==> src/hw/rcic_pkg.sv <==
package rcic_pkg;

    // Register byte addresses on the Wishbone slave.
    localparam logic [7:0] ADR_RESET_CAUSE = 8'h00;
    localparam logic [7:0] ADR_IRQ_STATUS  = 8'h04;
    localparam logic [7:0] ADR_IRQ_MASK    = 8'h08;
    localparam logic [7:0] ADR_PORT_CFG    = 8'h0C;
    localparam logic [7:0] ADR_PORT_DATA   = 8'h10;

    // Interrupt source positions in the status and mask registers.
    localparam int NUM_IRQ     = 3;
    localparam int IRQ_TIMER   = 0;
    localparam int IRQ_CHANGE  = 1;
    localparam int IRQ_EXT_PIN = 2;

    // Reset cause register fields.
    localparam int CAUSE_TIME_OUT   = 0;
    localparam int CAUSE_POWER_DOWN = 1;
    localparam int CAUSE_SLEEPING   = 2;
    localparam int CAUSE_MODE_LSB   = 3;

    // Port configuration register fields and reset value.
    localparam int          CFG_EXT_PIN  = 8;
    localparam int          CFG_WDT_EN   = 9;
    localparam int          CFG_OSC_TYPE = 10;
    localparam int          CFG_XFREQ    = 11;
    localparam int          CFG_W        = 12;
    localparam logic [11:0] CFG_RST      = 12'h2FF;

    // Reset values of the cause flags and the interrupt vectors.
    localparam logic        TIME_OUT_RST   = 1'b1;
    localparam logic        POWER_DOWN_RST = 1'b1;
    localparam logic [9:0]  VEC_HW         = 10'h008;
    localparam logic [9:0]  VEC_SW         = 10'h001;

    typedef enum logic [1:0] {MODE_EXT_RC, MODE_HIGH_XTAL, MODE_LOW_XTAL} rcic_clk_mode_e;
    typedef enum logic {PWR_RUN, PWR_SLEEP} rcic_pwr_e;

endpackage

==> src/hw/rcic_fall_det.sv <==
`timescale 1ns/1ps
module rcic_fall_det #(
    parameter int W = 1
) (
    // Clock and reset
    input  wire logic         clk_i,
    input  wire logic         rst_i,
    // Level in, one-cycle falling-edge pulse out
    input  wire logic [W-1:0] d_i,
    output logic      [W-1:0] fall_o
);

    logic [W-1:0] prev;

    // Previous clears to low so a line that is low at reset gives no false edge.
    always_ff @(posedge clk_i)
    begin
        if (rst_i)
            prev <= '0;
        else
            prev <= d_i;
    end

    assign fall_o = prev & ~d_i;

endmodule // rcic_fall_det

==> src/hw/rcic_sync.sv <==
`timescale 1ns/1ps
module rcic_sync #(
    parameter int         W       = 1,
    parameter logic [7:0] RST_VAL = 8'h00
) (
    // Clock and reset
    input  wire logic         clk_i,
    input  wire logic         rst_i,
    // Asynchronous input and synchronised output
    input  wire logic [W-1:0] d_i,
    output logic      [W-1:0] q_o
);

    logic [W-1:0] meta;

    // Two flops; only the second stage is visible to any logic.
    always_ff @(posedge clk_i)
    begin
        if (rst_i)
        begin
            meta <= RST_VAL[W-1:0];
            q_o  <= RST_VAL[W-1:0];
        end
        else
        begin
            meta <= d_i;
            q_o  <= meta;
        end
    end

endmodule // rcic_sync

==> src/hw/rcic_top.sv <==
// The implementer's own choices: register access over Wishbone and the address map.
`timescale 1ns/1ps
module rcic_top (
    // Clock and reset
    input  wire logic                    clk_i,
    input  wire logic                    rst_i,
    // Wishbone slave
    input  wire logic                    cyc_i,
    input  wire logic                    stb_i,
    input  wire logic                    we_i,
    input  wire logic [7:0]              adr_i,
    input  wire logic [3:0]              sel_i,
    input  wire logic [31:0]             dat_i,
    output logic      [31:0]             dat_o,
    output logic                         ack_o,
    // Instruction sequencer strobes
    input  wire logic                    watchdog_clear_instr_i,
    input  wire logic                    sleep_instr_i,
    input  wire logic                    global_irq_on_instr_i,
    input  wire logic                    global_irq_off_instr_i,
    input  wire logic                    return_from_isr_instr_i,
    input  wire logic                    sw_irq_instr_i,
    // Event sources and pins
    input  wire logic                    watchdog_timeout_i,
    input  wire logic                    timer_counter_ovf_i,
    input  wire logic                    reset_pin_n_i,
    input  wire logic [7:0]              port6_i,
    // Core control
    output logic                         core_reset_o,
    output logic                         vector_o,
    output logic      [9:0]              vector_addr_o,
    output logic                         resume_o,
    output logic                         sleeping_o,
    output logic                         global_irq_en_o,
    output logic                         watchdog_timer_en_o,
    output rcic_pkg::rcic_clk_mode_e     clock_mode_o
);

    logic [rcic_pkg::NUM_IRQ-1:0] irq_flags;
    logic [rcic_pkg::NUM_IRQ-1:0] irq_mask;
    logic [rcic_pkg::CFG_W-1:0]   cfg;
    logic [7:0]                   chg_ref;
    logic                         time_out;
    logic                         power_down;
    logic                         gie;
    logic                         pin_prev;
    rcic_pkg::rcic_pwr_e          pwr;
    logic [7:0]                   port_s;
    logic                         pin_s;
    logic [1:0]                   falls;

    // Pins pass two flops; the reset pin idles high.
    rcic_sync #(.W(8), .RST_VAL(8'h00)) u_port_sync (.clk_i(clk_i), .rst_i(rst_i),
        .d_i(port6_i), .q_o(port_s));
    rcic_sync #(.W(1), .RST_VAL(8'h01)) u_pin_sync (.clk_i(clk_i), .rst_i(rst_i),
        .d_i(reset_pin_n_i), .q_o(pin_s));

    // Falling edges of the timer carry line and the synchronised external pin.
    rcic_fall_det #(.W(2)) u_fall (.clk_i(clk_i), .rst_i(rst_i),
        .d_i({port_s[0], timer_counter_ovf_i}), .fall_o(falls));

    // Bus decode; a request is accepted once, in the cycle before ack.
    wire        acc      = cyc_i && stb_i && !ack_o;
    wire        wr       = acc && we_i;
    wire        rd       = acc && !we_i;
    wire [31:0] lane     = {{8{sel_i[3]}}, {8{sel_i[2]}}, {8{sel_i[1]}}, {8{sel_i[0]}}};
    wire [31:0] wdat     = dat_i & lane;
    wire        wr_stat  = wr && adr_i == rcic_pkg::ADR_IRQ_STATUS && sel_i[0];
    wire        wr_mask  = wr && adr_i == rcic_pkg::ADR_IRQ_MASK && sel_i[0];
    wire        wr_cfg   = wr && adr_i == rcic_pkg::ADR_PORT_CFG;
    wire        rd_port  = rd && adr_i == rcic_pkg::ADR_PORT_DATA;
    wire        running  = pwr == rcic_pkg::PWR_RUN;
    wire        sleeping = pwr == rcic_pkg::PWR_SLEEP;
    // Reset pin completes its pulse on the return to high.
    wire        pin_evt  = pin_s && !pin_prev;
    wire        core_evt = pin_evt || watchdog_timeout_i;
    // Change detection: inputs only, bit 0 dropped in external pin mode.
    wire [7:0]  ext_excl = {7'h00, cfg[rcic_pkg::CFG_EXT_PIN]};
    wire [7:0]  chg_bits = (port_s ^ chg_ref) & cfg[7:0] & ~ext_excl;
    wire        chg_hit  = (|chg_bits) && irq_mask[rcic_pkg::IRQ_CHANGE];
    wire        wake_chg = sleeping && chg_hit && !core_evt;
    wire        ext_fall = falls[1] && cfg[rcic_pkg::CFG_EXT_PIN];
    wire [2:0]  set_vec  = {ext_fall, chg_hit, falls[0]};
    // Vector requests; hardware wins over the software instruction.
    wire        pending  = |(irq_flags & irq_mask);
    wire        hw_vec   = running && gie && pending && !core_evt;
    wire        sw_vec   = running && gie && sw_irq_instr_i && !hw_vec && !core_evt;
    // Byte-lane merge for the wide config register.
    wire [11:0] cfg_wr   = (cfg & ~lane[11:0]) | wdat[11:0];
    wire [2:0]  stat_wr  = wdat[2:0];
    wire [2:0]  next_flags = (wr_stat ? stat_wr : irq_flags) | set_vec;
    // Clock mode decode from the oscillator type and frequency bits.
    wire        osc_xtal = cfg[rcic_pkg::CFG_OSC_TYPE];
    wire        xf_high  = cfg[rcic_pkg::CFG_XFREQ];
    rcic_pkg::rcic_clk_mode_e next_mode;
    assign next_mode = !osc_xtal ? rcic_pkg::MODE_EXT_RC :
                       (xf_high ? rcic_pkg::MODE_HIGH_XTAL : rcic_pkg::MODE_LOW_XTAL);

    // Read mux; the status register shows only unmasked requests.
    wire [31:0] rd_cause = {27'h0, clock_mode_o, sleeping, power_down, time_out};
    wire [31:0] rd_mux   =
        adr_i == rcic_pkg::ADR_RESET_CAUSE ? rd_cause :
        adr_i == rcic_pkg::ADR_IRQ_STATUS  ? {29'h0, irq_flags & irq_mask} :
        adr_i == rcic_pkg::ADR_IRQ_MASK    ? {29'h0, irq_mask} :
        adr_i == rcic_pkg::ADR_PORT_CFG    ? {20'h0, cfg} :
        adr_i == rcic_pkg::ADR_PORT_DATA   ? {24'h0, port_s} : 32'h0;

    // Bus answer one cycle after acceptance; unmapped reads give zero.
    always_ff @(posedge clk_i)
    begin
        if (rst_i)
        begin
            ack_o <= 1'b0;
            dat_o <= 32'h0;
        end
        else
        begin
            ack_o <= acc;
            dat_o <= rd ? rd_mux : 32'h0;
        end
    end

    // Request flags and masks; a core reset clears both and beats a set, a set beats a status-write clear.
    always_ff @(posedge clk_i)
    begin
        if (rst_i || core_evt)
        begin
            irq_flags <= '0;
            irq_mask  <= '0;
        end
        else
        begin
            irq_flags <= next_flags;
            if (wr_mask)
                irq_mask <= wdat[2:0];
        end
    end

    // Reading the port reloads the change reference.
    always_ff @(posedge clk_i)
    begin
        if (rst_i)
            chg_ref <= 8'h00;
        else if (rd_port)
            chg_ref <= port_s;
    end

    // Config; a wake turns the watchdog back on over any write.
    always_ff @(posedge clk_i)
    begin
        if (rst_i)
            cfg <= rcic_pkg::CFG_RST;
        else
        begin
            if (wr_cfg)
                cfg <= cfg_wr;
            if (sleeping && (core_evt || wake_chg))
                cfg[rcic_pkg::CFG_WDT_EN] <= 1'b1;
        end
    end

    // Time-out and power-down flags by event, most severe first.
    always_ff @(posedge clk_i)
    begin
        if (rst_i)
        begin
            time_out   <= rcic_pkg::TIME_OUT_RST;
            power_down <= rcic_pkg::POWER_DOWN_RST;
        end
        else if (pin_evt)
        begin
            if (sleeping)
            begin
                time_out   <= 1'b1;
                power_down <= 1'b0;
            end
        end
        else if (watchdog_timeout_i)
        begin
            time_out <= 1'b0;
            if (sleeping)
                power_down <= 1'b0;
        end
        else if (wake_chg)
        begin
            time_out   <= 1'b1;
            power_down <= 1'b0;
        end
        else if (sleep_instr_i && running)
        begin
            time_out   <= 1'b1;
            power_down <= 1'b0;
        end
        else if (watchdog_clear_instr_i)
        begin
            time_out   <= 1'b1;
            power_down <= 1'b1;
        end
    end

    // Power state: sleep until a reset source or an enabled change.
    always_ff @(posedge clk_i)
    begin
        if (rst_i)
            pwr <= rcic_pkg::PWR_RUN;
        else
        begin
            unique case (pwr)
                rcic_pkg::PWR_RUN:
                    if (sleep_instr_i && !core_evt)
                        pwr <= rcic_pkg::PWR_SLEEP;
                rcic_pkg::PWR_SLEEP:
                    if (core_evt || wake_chg)
                        pwr <= rcic_pkg::PWR_RUN;
            endcase
        end
    end

    // Global enable; taking a vector closes it until the return or enable-on instruction.
    always_ff @(posedge clk_i)
    begin
        if (rst_i || core_evt)
            gie <= 1'b0;
        else if (hw_vec || sw_vec)
            gie <= 1'b0;
        else if (global_irq_on_instr_i || return_from_isr_instr_i)
            gie <= 1'b1;
        else if (global_irq_off_instr_i)
            gie <= 1'b0;
    end

    // Registered core outputs.
    always_ff @(posedge clk_i)
    begin
        if (rst_i)
        begin
            core_reset_o        <= 1'b1;
            pin_prev            <= 1'b1;
            vector_o            <= 1'b0;
            vector_addr_o       <= rcic_pkg::VEC_HW;
            resume_o            <= 1'b0;
            sleeping_o          <= 1'b0;
            global_irq_en_o     <= 1'b0;
            watchdog_timer_en_o <= 1'b1;
            clock_mode_o        <= rcic_pkg::MODE_EXT_RC;
        end
        else
        begin
            core_reset_o        <= !pin_s || watchdog_timeout_i;
            pin_prev            <= pin_s;
            vector_o            <= hw_vec || sw_vec;
            if (hw_vec || sw_vec)
                vector_addr_o <= hw_vec ? rcic_pkg::VEC_HW : rcic_pkg::VEC_SW;
            resume_o            <= wake_chg && !gie;
            sleeping_o          <= sleeping;
            global_irq_en_o     <= gie;
            watchdog_timer_en_o <= cfg[rcic_pkg::CFG_WDT_EN];
            clock_mode_o        <= next_mode;
        end
    end
endmodule // rcic_top

==> config.mk <==
export PLATFORM = sky130hd
export DESIGN_NAME = rcic_top
export DESIGN_NICKNAME = d
export VERILOG_FILES = /design/src/hw/rcic_pkg.sv /design/src/hw/rcic_fall_det.sv /design/src/hw/rcic_sync.sv /design/src/hw/rcic_top.sv
export SDC_FILE = /design/constraint.sdc
export NUM_CORES = 1
export LEC_CHECK = 0
export ABC_AREA = 1
export BUFFER_PORTS_ARGS = -buffer_cell sky130_fd_sc_hd__buf_4
export CAP_MARGIN = 20
export CORE_MARGIN = 2
export CORE_UTILIZATION = 55
export CTS_BUF_LIST = sky130_fd_sc_hd__clkbuf_8
export CTS_CLUSTER_DIAMETER = 60
export DETAILED_ROUTE_END_ITERATION = 8
export PLACE_DENSITY = 0.87
export REMOVE_ABC_BUFFERS = 1
export SLEW_MARGIN = 10
export SYNTH_ARGS = -nofsm -noshare
export SYNTH_HDL_FRONTEND = slang
export SYNTH_SLANG_ARGS = --single-unit
==> constraint.sdc <==
create_clock -name clk_i -period 1.9 [get_ports clk_i]
set_input_delay 0.285 -clock clk_i [delete_from_list [all_inputs] [get_ports clk_i]]
set_output_delay 0.285 -clock clk_i [all_outputs]
set_load 0.01 [all_outputs]
==> flow_summary.toml <==
[global_route]
grt_pass1_wl_mm = 11.67
grt_max_degree = 22
antenna_found_initial = 0
grt_use_total_pct = 23.31
gr-total-overflow = 0
grt_pass1_vias = 2666

[setup_path]
critical_path_required_ns = 2.16
path_max_fanout = 5
cp-start-kind = "flop"
end_kind = "flop"
cp.arrival_ns = 1.80
critPathKind = "flop to flop"

[sta]
max_freq_ghz = 0.6476
fin_crit_sh_pct = 81.27
hold_viol_final = 0
clock_skew_ns = 0.01033
setup_viol = 0
finalCriticalPeriod_ns = 1.544
rsz0062_at_grt = "no"
drv_slew = 0
tns_ns = 0

[clock_network]
clkSinkCount = 74
worstSkewPairLatency_ns = 0.34
htree_levels = 3
clockRootBuffer = "clkbuf_8"
path_clk_slew_ns = 0.07
cts_resized = 0
cts.hold.buffers_added = 0
cts_made_buffers = 9
post_cts_buffers = 0
clockBufferDepth = 2
tritoncts = "done"

[logic_synthesis]
yosysTopAreaCell = "dfxtp_1"
syn_area_mm2 = 0.003241
yosysMostFrequentCell = "nand2_1"
netlist_top_cells_area = "dfxtp_1 (46%), nand2_1 (9.6%), inv_1 (6.8%), buf_4 (6.7%), nand3_1 (4.8%)"
synth_cell_types = 36
synthTopCellsByCount = "nand2_1 (83), dfxtp_1 (74), inv_1 (59), nor2_1 (39), nand3_1 (31)"
ys.warnings.count = 0
synth-edff-count = 0
yosysSeqAreaShare_pct = 45.71
ys_seq_elements = 74
syn_inst = 422
avgSynthCellArea_um2 = 7.679
synthArstFlopShare_pct = 0
synthFlopType = "dfxtp_1"
synth_top_area_share_pct = 45.71

[power_and_ir_drop]
leakage_uw = 0.001957
power_density_mw_per_mm2 = 840.1
vdd_drop_max_v = 0.0004906
power_uw = 3306

[detailed_routing]
drtIter0Drc = 268
wl_per_cell_um = 12.90
vias_per_cell = 5.033
num_vias = 2869
drt_pass1_iterations = 5
postRouteAntennaNets = 0
wl_mm = 7.355
drc_errors = 0

[final_layout]
fill_cells = 455
final_nets = 560
multi_input_area_mm2 = 0.001343
layout-drive-gt1-share_pct = 24.90
regArea_mm2 = 0.001481
area_delta_synth_final_pct = 21.43
diodes = 0

[run]
cap_violations = 0

[placed_design]
hpwl_mm = 5.313
gp_congestion = 0.8430
io_buffers = 66

[floorplan]
dieWidth_um = 80.76
num_rows = 27
die_area_mm2 = 0.006522
start_util_pct = 57.79
coreArea_mm2 = 0.005608
io_pins = 117
die_h_um = 80.76

[run_status]
status = "finished, final reports clean"

[worst_hold_path]
hp-class = "primary input to flop"
stage by stage:
stage / hold slack, ns / util [%] / std cells / instance area (um^2) / setup WS, ns
after floorplan: 0.3541 / - / 412 / 3072 / 0.4852
after global placement: 0.3915 / 65.89 / 555 / 3695 / 0.2680
after detailed placement: 0.3925 / 65.89 / 555 / 3695 / 0.1999
after CTS: 0.1232 / 70.17 / 570 / 3935 / 0.3725
after global routing: 0.1345 / 70.17 / 570 / 3935 / 0.2194
final: 0.1312 / 70.17 / 570 / 3935 / 0.3559
worst paths after layout:
kind,startpoint,to,slack [ns],depth (start not counted)
worst max-delay path,ack_o$_SDFF_PP0_,dat_o[4]$_SDFF_PP0_,0.36,7
worst max register to register,ack_o$_SDFF_PP0_,dat_o[4]$_SDFF_PP0_,0.36,7
worst min-delay path,reset_pin_n_i,u_pin_sync.meta$_SDFF_PP1_,0.13,2
worst min register to register,u_port_sync.meta[3]$_SDFF_PP0_,u_port_sync.q_o[3]$_SDFF_PP0_,0.39,2
logic make-up (layout without fill, tap and decap cells):
family / Yosys count / count (layout) / synth area share [%]
buffers and inverters: 102 / 151 / 15.98
AOI/OAI and AO/OA: 60 / 60 / 10.93
other: 1 / 28 / 0.1157
DFF: 74 / 74 / 45.71
and+or+nand+nor: 185 / 185 / 27.26
where the power goes:
group | total, uW | internal [uW] | leakage [uW] | switching (uW)
logic | 252 | 105 | 0.00124 | 148
clock network | 1450 | 898 | 0.000118 | 556
registers | 1600 | 1580 | 0.000603 | 16.3
layout by cell type (no fill, tap or decap):
cell type and n:
nor3_4 1, inv_2 4, nor2_1 39, o211ai_1 3, a21oi_1 20, bufinv_16 3
o21ai_1 3, o21a_1 1, clkbuf_8 10, inv_1 59, nor3_2 1, buf_4 71
conb_1 28, o21ai_2 2, o311ai_0 1, clkinvlp_4 1, clkinv_2 2, nand4_1 2
inv_4 1, nand3_2 2, nand3_4 1, o211ai_2 3, dfxtp_1 74, nor3_1 4
nand3_1 31, nand2_2 2, o21ai_0 23, nand4_2 1, o22ai_1 1, nand2_1 83
a31oi_1 1, a21oi_2 2, nor2_2 8, nand3b_1 1, nand2_4 2, nor2_4 5
or2_2 2
metal layers:
| metal | part of all wire, % | global-route usage (%) | vias up | wire length [um] |
|---|---|---|---|---|
| li1 | - | - | 1408 | - |
| met1 | 39 | 26.97 | 1312 | 2891 |
| met2 | 51 | 41.08 | 132 | 3760 |
| met3 | 7.5 | 5.556 | 17 | 548 |
| met4 | 2.1 | 10.17 | 0 | 155 |
| met5 | 0 | 0 | - | 0 |
cell type report:
cell class / count / area share (%)
Clock inverter: 5 / 2.607
Inverter: 65 / 6.296
Timing Repair Buffer: 71 / 13.55
Sequential cell: 74 / 37.65
Tap cell: 72 / 2.289
Clock buffer: 10 / 3.498
Multi-Input combinational cell: 273 / 34.12
critical path, stage by stage (launching register included):
cell and delay [ns]:
dfxtp_1 0.32, nor2_2 0.16, nand2_1 0.18, nor2_2 0.19, nand2_1 0.09, nor2_2 0.22, o21ai_0 0.13, o21ai_1 0.17
No activity file was read; power rests on OpenSTA's default activity.
